==> src/rtl/bkr_pkg.sv <==
// Constants for the regulator control register bank behind an I2C slave.
// Assumes a byte-level register port: address, write strobe, read strobe.
// Contract
// - All registers are eight bits, bit 0 least significant.
// - Slave answers at seven-bit address 0x40; master must use it.
// - Seven-bit code gives output of code times 12.5 mV plus 0.4 V.
// - First voltage register at 0x01 resets to 0x10; bit 7 reserved RW.
// - Second voltage register at 0x02 resets to 0x38, override cleared.
// - Bit 7 of second register forces PWM while that target is selected.
// - Writing control bit 7 resets all registers and restarts converter.
// - Control bit 6 forces PWM during voltage change when set.
// - Control bit 5 clear disables converter; set restarts without delay.
// - Control bit 4 chooses power-save (0) or forced PWM (1).
// - Control bit 3 enables output discharge for next disable cycle.
// - Control bits 1:0 pick slew 10, 5, 1 or 0.1 mV per microsecond.
// - Control register at 0x03 resets to 0x68 or 0x6B by variant.
// - Reads of unmapped addresses return 0xFF.
// - Multi-byte access advances the register address after each byte.
// - Rising edge on enable pin restores the discharge enable default.
// - Status flags hold until read or reset, then clear to zero; a flag whose event comes in the reading cycle stays set.
package bkr_pkg;
    localparam logic [6:0] SLAVE_ADDR = 7'h40;
    localparam logic [7:0] ADDR_VOUT_A = 8'h01;
    localparam logic [7:0] ADDR_VOUT_B = 8'h02;
    localparam logic [7:0] ADDR_CTRL = 8'h03;
    localparam logic [7:0] ADDR_STATUS = 8'h05;
    localparam logic [7:0] RST_VOUT_A = 8'h10;
    localparam logic [7:0] RST_VOUT_B = 8'h38;
    localparam logic [7:0] RST_CTRL_FAST = 8'h68;
    localparam logic [7:0] RST_CTRL_SLOW = 8'h6B;
    localparam logic [7:0] RST_STATUS = 8'h00;
    localparam logic [7:0] READ_UNMAPPED = 8'hFF;
    localparam int BIT_OVERRIDE = 7;
    localparam int BIT_SOFT_RESET = 7;
    localparam int BIT_PWM_SLEW = 6;
    localparam int BIT_ENABLE = 5;
    localparam int BIT_LIGHT_PWM = 4;
    localparam int BIT_DISCHARGE = 3;
    localparam int BIT_OVERTEMP = 4;
    localparam int BIT_POWER_BAD = 2;
    localparam logic [7:0] STATUS_MASK = 8'h14;
    localparam logic [7:0] CTRL_RW_MASK = 8'h7F;
endpackage : bkr_pkg

==> src/rtl/bkr_regs.sv <==
// Register bank of the step-down regulator, reached through a byte port.
// Assumes the I2C front end delivers addressed byte reads and writes.
`timescale 1ns/1ps
module bkr_regs #(
    parameter bit SLOW_RAMP_VARIANT = 1'b1
) (
    input wire logic i_mclk,
    input wire logic i_srst,
    input wire logic i_start,
    input wire logic [7:0] i_addr,
    input wire logic i_wr,
    input wire logic i_rd,
    input wire logic [7:0] i_wdata,
    input wire logic i_en_pin,
    input wire logic i_target_select_pin,
    input wire logic i_overtemp_event,
    input wire logic i_power_bad_event,
    output logic [7:0] o_rdata,
    output logic o_converter_on,
    output logic o_restart,
    output logic o_pwm_active,
    output logic o_pwm_during_slew,
    output logic o_discharge_enable,
    output logic [1:0] o_slew_rate_sel,
    output logic [6:0] o_target_code
);
    localparam logic [7:0] RST_CTRL = SLOW_RAMP_VARIANT ?
        bkr_pkg::RST_CTRL_SLOW : bkr_pkg::RST_CTRL_FAST;

    logic [7:0] vout_level_a;
    logic [7:0] vout_level_b;
    logic [7:0] regulator_control;
    logic [7:0] event_status;
    logic [7:0] ptr;
    logic en_pin_q;

    ////////////////////////////////////////////////////////////////////////
    // Address pointer and decode
    wire [7:0] cur_addr = i_start ? i_addr : ptr;
    wire acc = i_wr | i_rd;
    wire hit_a = cur_addr == bkr_pkg::ADDR_VOUT_A;
    wire hit_b = cur_addr == bkr_pkg::ADDR_VOUT_B;
    wire hit_c = cur_addr == bkr_pkg::ADDR_CTRL;
    wire hit_s = cur_addr == bkr_pkg::ADDR_STATUS;
    wire soft_rst = i_wr & hit_c & i_wdata[bkr_pkg::BIT_SOFT_RESET];
    wire en_rise = i_en_pin & ~en_pin_q;
    wire status_rd = i_rd & hit_s;
    wire [7:0] status_set = {3'h0, i_overtemp_event, 1'b0,
        i_power_bad_event, 2'h0} & bkr_pkg::STATUS_MASK;
    wire [7:0] next_rdata = hit_a ? vout_level_a :
                            hit_b ? vout_level_b :
                            hit_c ? (regulator_control & bkr_pkg::CTRL_RW_MASK) :
                            hit_s ? event_status :
                            bkr_pkg::READ_UNMAPPED;

    // Pointer advances after each data byte
    always_ff @(posedge i_mclk)
    begin
        if (i_srst)
            ptr <= 8'h00;
        else if (acc)
            ptr <= cur_addr + 8'h01;
        else if (i_start)
            ptr <= i_addr;
    end

    ////////////////////////////////////////////////////////////////////////
    // Voltage registers, full eight bits writable
    always_ff @(posedge i_mclk)
    begin
        if (i_srst || soft_rst)
        begin
            vout_level_a <= bkr_pkg::RST_VOUT_A;
            vout_level_b <= bkr_pkg::RST_VOUT_B;
        end
        else if (i_wr)
        begin
            if (hit_a)
                vout_level_a <= i_wdata;
            if (hit_b)
                vout_level_b <= i_wdata;
        end
    end

    // Control register; write-only reset bit never stored
    always_ff @(posedge i_mclk)
    begin
        if (i_srst || soft_rst)
            regulator_control <= RST_CTRL;
        else if (i_wr && hit_c)
            regulator_control <= i_wdata & bkr_pkg::CTRL_RW_MASK;
        else if (en_rise)
            regulator_control[bkr_pkg::BIT_DISCHARGE] <=
                RST_CTRL[bkr_pkg::BIT_DISCHARGE];
    end

    // Sticky status flags; set wins over clear on read
    always_ff @(posedge i_mclk)
    begin
        if (i_srst || soft_rst)
            event_status <= bkr_pkg::RST_STATUS;
        else if (status_rd)
            event_status <= status_set;
        else
            event_status <= event_status | status_set;
    end

    ////////////////////////////////////////////////////////////////////////
    // Outputs registered
    always_ff @(posedge i_mclk)
    begin
        if (i_srst)
        begin
            o_rdata <= 8'h00;
            o_restart <= 1'b0;
        end
        else
        begin
            o_restart <= soft_rst;
            if (i_rd)
                o_rdata <= next_rdata;
        end
    end

    // Enable pin history, kept out of reset so a high pin gives no false edge
    always_ff @(posedge i_mclk)
    begin
        en_pin_q <= i_en_pin;
    end

    wire sel_b = i_target_select_pin;
    wire [6:0] next_code = sel_b ? vout_level_b[6:0] : vout_level_a[6:0];
    wire next_pwm = regulator_control[bkr_pkg::BIT_LIGHT_PWM] |
        (sel_b & vout_level_b[bkr_pkg::BIT_OVERRIDE]);

    // Steering outputs to the analog control
    always_ff @(posedge i_mclk)
    begin
        if (i_srst)
        begin
            o_target_code <= bkr_pkg::RST_VOUT_A[6:0];
            o_converter_on <= 1'b0;
            o_pwm_active <= 1'b0;
            o_pwm_during_slew <= 1'b0;
            o_discharge_enable <= 1'b0;
            o_slew_rate_sel <= 2'h0;
        end
        else
        begin
            o_target_code <= next_code;
            o_converter_on <= regulator_control[bkr_pkg::BIT_ENABLE]
                & ~soft_rst;
            o_pwm_active <= next_pwm;
            o_pwm_during_slew <= regulator_control[bkr_pkg::BIT_PWM_SLEW];
            o_discharge_enable <= regulator_control[bkr_pkg::BIT_DISCHARGE];
            o_slew_rate_sel <= regulator_control[1:0];
        end
    end

    ////////////////////////////////////////////////////////////////////////
    // Checks on the byte port
    unmapped_read_a: assert property (
        @(posedge i_mclk) disable iff (i_srst)
        i_rd && !(hit_a || hit_b || hit_c || hit_s)
        |=> o_rdata == bkr_pkg::READ_UNMAPPED)
        else $error("unmapped read not all ones");
    ptr_advance_a: assert property (
        @(posedge i_mclk) disable iff (i_srst)
        acc |=> ptr == $past(cur_addr) + 8'h01)
        else $error("pointer did not advance");
    ctrl_read_a: assert property (
        @(posedge i_mclk) disable iff (i_srst)
        i_rd && hit_c |=> !o_rdata[bkr_pkg::BIT_SOFT_RESET])
        else $error("reset bit read back");

    // Checks on soft reset and defaults
    soft_reset_a: assert property (
        @(posedge i_mclk) disable iff (i_srst)
        soft_rst |=> vout_level_a == bkr_pkg::RST_VOUT_A
        && vout_level_b == bkr_pkg::RST_VOUT_B && o_restart)
        else $error("soft reset failed");
    ctrl_default_a: assert property (
        @(posedge i_mclk) disable iff (i_srst)
        soft_rst |=> regulator_control == RST_CTRL)
        else $error("control default not restored");

    // Checks on sticky status flags
    status_ro_a: assert property (
        @(posedge i_mclk) disable iff (i_srst)
        i_wr && hit_s
        |=> event_status == ($past(event_status) | $past(status_set)))
        else $error("status changed by write");
    status_clear_a: assert property (
        @(posedge i_mclk) disable iff (i_srst)
        status_rd && status_set == 8'h00 && !soft_rst
        |=> event_status == bkr_pkg::RST_STATUS)
        else $error("status not cleared by read");
    status_hold_a: assert property (
        @(posedge i_mclk) disable iff (i_srst)
        !status_rd && !soft_rst
        |=> (event_status & $past(event_status)) == $past(event_status))
        else $error("status flag dropped before read");

    // Checks on steering outputs
    discharge_pin_a: assert property (
        @(posedge i_mclk) disable iff (i_srst)
        en_rise && !i_wr |=> ##1 o_discharge_enable)
        else $error("enable edge kept discharge off");
    override_a: assert property (
        @(posedge i_mclk) disable iff (i_srst)
        sel_b && vout_level_b[bkr_pkg::BIT_OVERRIDE] |=> o_pwm_active)
        else $error("override ignored");
    light_pwm_a: assert property (
        @(posedge i_mclk) disable iff (i_srst)
        regulator_control[bkr_pkg::BIT_LIGHT_PWM] |=> o_pwm_active)
        else $error("light load pwm ignored");
    enable_a: assert property (
        @(posedge i_mclk) disable iff (i_srst)
        !regulator_control[bkr_pkg::BIT_ENABLE] |=> !o_converter_on)
        else $error("converter on while disabled");
    code_b_sel_a: assert property (
        @(posedge i_mclk) disable iff (i_srst)
        sel_b |=> o_target_code == $past(vout_level_b[6:0]))
        else $error("second target code not steered");
    code_a_sel_a: assert property (
        @(posedge i_mclk) disable iff (i_srst)
        !sel_b |=> o_target_code == $past(vout_level_a[6:0]))
        else $error("first target code not steered");

    // Main scenarios reached
    multi_wr_c: cover property (@(posedge i_mclk) i_wr ##1 i_wr ##1 i_wr);
    status_rd_c: cover property (@(posedge i_mclk) status_rd);
    soft_rst_c: cover property (@(posedge i_mclk) soft_rst);
    pin_edge_c: cover property (@(posedge i_mclk) en_rise);
    override_c: cover property (@(posedge i_mclk)
        sel_b && vout_level_b[bkr_pkg::BIT_OVERRIDE]);
endmodule : bkr_regs

==> config.mk <==
export PLATFORM = sky130hd
export DESIGN_NAME = bkr_regs
export DESIGN_NICKNAME = d
export VERILOG_FILES = /design/src/rtl/bkr_pkg.sv /design/src/rtl/bkr_regs.sv
export SDC_FILE = /design/constraint.sdc
export NUM_CORES = 1
export LEC_CHECK = 0
export BUFFER_PORTS_ARGS = -buffer_cell sky130_fd_sc_hd__buf_2
export CAP_MARGIN = 10
export CORE_MARGIN = 4
export CORE_UTILIZATION = 55
export CTS_BUF_LIST = sky130_fd_sc_hd__clkbuf_16
export DETAILED_ROUTE_END_ITERATION = 8
export GPL_ROUTABILITY_DRIVEN = 0
export PLACE_DENSITY = 0.79
export SLEW_MARGIN = 5
export SYNTH_ARGS = -nofsm -noshare
export SYNTH_HDL_FRONTEND = slang
export SYNTH_SLANG_ARGS = --single-unit
==> constraint.sdc <==
create_clock -name i_mclk -period 2.5 [get_ports i_mclk]
set_input_delay 0.625 -clock i_mclk [delete_from_list [all_inputs] [get_ports i_mclk]]
set_output_delay 0.625 -clock i_mclk [all_outputs]
set_load 0.05 [all_outputs]
==> key figures <==
Final layout
  • # fillers: between 300 and 400
  • Multi-input gate area: around 1300 um^2
  • Share of cells above drive strength 1: 24.38%
  • Ant diodes: 0
  • Fin nets: 347
  • P&R area growth vs syn: 15.86%
  • Reg area: 1121 um^2
  • Fin util: 66.30%
  • Most common cell after layout, fill and taps aside: dfxtp_1
  • Most frequent cells in the layout: 56 x dfxtp_1, 46 x buf_2, 40 x nor2_1

Run status
  • Status: finished clean

STA
  • Max Clock Freq: 467.3 MHz
  • Period minus WS final: 2.140 ns
  • Worst Setup Slack, final: about 0.36 ns
  • Slew Viols, Final: 0
  • Slew HR: between 50 and 60%
  • RSZ-0062 raised after global routing: false
  • Setup TNS: 0 ns
  • Period utilisation layout: 85.60%
  • Least-Margin Pin Slew: between 0.7 and 0.8 ns
  • Final hold viol count: 0
  • Hold Worst Slack: 0.4343 ns
  • Setup Skew: between 0.005 and 0.006 ns
  • Final Setup Violations: 0

Route
  • Starting DRT DRC Count: roughly 170
  • Via count: 2147
  • Routed wire per std cell: between 15 and 20 um
  • Vias/cell: 5.772
  • Residual DRC count: 0
  • Antenna Nets Post-Route: 0
  • Post-Route WL: between 5000 and 6000 um
  • DR pass1 iterations: 4

Synth
  • Number of synthesized flops with an enable pin: 0
  • Avg Cell Area, Syn: about 9 um^2
  • Yosys top cell area share: between 40% and 50%
  • Top post-synthesis cells by area: dfxtp_1 45%, mux2i_1 8.0%, nor2_1 6.0%
  • Main synth FF type: dfxtp_1
  • Cells after Synth: about 280
  • FFs w/ async S/R, synth: 0%
  • Biggest area consumer among synthesized cells: dfxtp_1
  • FF+latch count, synth: 56
  • Synth cell types: 46
  • Mapped Area: 2509 um^2
  • Synthesized Nets: ~300
  • Sequential share of the synthesized area: around 45%
  • Synth warnings: 0

CTS
  • Clock-pin slew on the worst setup and hold paths: 0.07 ns
  • Sink Count: 56
  • Post-CTS setup buffers: 0
  • CTS Root Cell: clkbuf_16
  • TritonCTS clock tree: built
  • Post-cts sizing count: 0
  • Skew-Pair Late Insertion Delay: between 0.2 and 0.3 ns
  • H-tree depth: 2
  • TritonCTS Buffers: 5
  • Deepest clock path buffer count: 2
  • Hold bufs inserted after CTS: 0

Critical path
  • Critical-path maximum fanout: 6
  • Worst path cell trace: buf_2, mux2i_1, inv_1, ha_1, o22ai_1, a221o_1, a21oi_1, nor4_1
  • Data arrival, critical path: 2.34 ns
  • Crit path to: o_rdata[3]$_SDFFE_PP0P_
  • Slowest cell on the critical path: a221o_1
  • Worst reg-to-reg setup slack: roughly 0.57 ns
  • Worst Setup SP: i_start
  • Worst r2r dst: o_rdata[3]$_SDFFE_PP0P_
  • Worst setup SP type: input port
  • RR Startpoint: ptr[1]$_SDFF_PP0_
  • CP max stage delay: 0.33 ns
  • R2R depth: 7
  • Kind of critical path: input port to flop
  • Req. time, crit path: 2.70 ns
  • Critical path capture point type: flop

Floorplan
  • Top Ports: 47
  • Die ar.: 5706 um^2
  • Starting Density: about 57%
  • Chip height: approximately 76 um
  • Row count: 24
  • Die width: 75.54 um
  • Core box area: ~4400 um^2

Flow run
  • Max Cap Violations: 0

GRT
  • Grt ovf: 0
  • GR peak layer: met2
  • First-pass GRT wire length: about 9400 um
  • Initial antenna violation count: 0
  • Met2 global-route usage: 34.90%
  • Met3 usage: under 10%
  • Vias in the first global route: 1938
  • Largest net degree at the start of global routing: 40
  • Total GRT Usage: ~22%
  • GR Util met1: between 20 and 30%

Min path
  • Type of the most critical hold path: input port to flop

Pwr
  • Max VDD drop: ~0.00039 V
  • PwrDens: ~680 nW/um^2
  • LEAKAGE: 0.001251 uW

Placement
  • Post-DP HPWL: about 4000 um
  • IO buf count: 46
  • Pre-CTS setup slack: approximately 0.10 ns
## kinds of logic after synthesis
kind of cell	count (synthesis)	synth area share [%]
xor gates and xnor gates	7	2.444
muxes	25	10.22
and+or+nand+nor	115	23.44
AOI/OAI and AO/OA	52	13.82
DFF	56	44.69
adders and majority gates	3	1.496
buffers and inverters	18	3.890
## flip-flops by register name, indices dropped and copies added (netlist names)
| name | count |
|---|---|
| o_pwm_during_slew | 1 |
| o_pwm_active | 1 |
| regulator_control | 7 |
| vout_level_b | 8 |
| o_converter_on | 1 |
| vout_level_a | 8 |
| event_status | 2 |
| ptr | 8 |
| o_rdata | 8 |
| en_pin_q | 1 |
| o_discharge_enable | 1 |
| o_target_code | 7 |
| o_slew_rate_sel | 2 |
| o_restart | 1 |
## report_power, final
group          internal [uW]  total (uW)  switching, uW
Clock                    379         711            333
Sequential               930         955           24.3
Combinational            112         320            208
Total                   1420        1990            565
## stage by stage
| step | total power [uW] | area (um^2) | cells |
|---|---|---|---|
| 2_1_floorplan | 1202 | 2509 | 276 |
| 3_3_place_gp | 1282 | 2755 | 364 |
| 3_5_place_dp | 1288 | 2755 | 364 |
| 4_1_cts | 1995 | 2907 | 372 |
| 5_1_grt | 2062 | 2907 | 372 |
| 6_report | 1985 | 2907 | 372 |
## Yosys cell counts (all sizes together) (4+ instances only)
cell	instances
a21oi	19
buf	5
clkbuf	10
dfxtp	56
mux2	5
mux2i	20
nand2	24
nand3	9
nor2	42
nor2b	9
nor3	8
nor4	9
o21ai	9
o21bai	7
xor2	4
## cell type report
type | instances | area share, %
well taps | 52 | 2.238
multi-input cells | 202 | 44.38
inverters | 3 | 0.3874
repair buffers | 51 | 9.212
clock buffers | 5 | 4.305
flip-flops and latches | 56 | 38.57
clock inverters | 3 | 0.9040
## per-layer routing
metal,up-vias,part of all wire [%]
li1,1039,-
met1,1006,44
met2,90,47
met3,12,7.1
met4,0,1.7
met5,-,0
## worst max-delay path, delay by kind of cell
family / cells / cell delay, ns
AOI/OAI and AO/OA: 3 / 0.61
muxes: 1 / 0.32
adders and majority gates: 1 / 0.27
and+or+nand+nor: 1 / 0.27
buffers and inverters: 2 / 0.25
## how the worst min path moves through the flow
| stage | from | to | slack (ns) | cells after the start |
|---|---|---|---|---|
| 2_1_floorplan | regulator_control[2]$_SDFFE_PP0N_ | regulator_control[2]$_SDFFE_PP0N_ | 0.43 | 2 |
| 3_3_place_gp | regulator_control[2]$_SDFFE_PP0N_ | regulator_control[2]$_SDFFE_PP0N_ | 0.45 | 2 |
| 3_5_place_dp | regulator_control[2]$_SDFFE_PP0N_ | regulator_control[2]$_SDFFE_PP0N_ | 0.45 | 2 |
| 4_1_cts | i_en_pin | en_pin_q$_DFF_P_ | 0.43 | 1 |
| 5_1_grt | i_en_pin | en_pin_q$_DFF_P_ | 0.43 | 1 |
| 6_report | i_en_pin | en_pin_q$_DFF_P_ | 0.43 | 1 |
(Power assumes the default switching activity.)
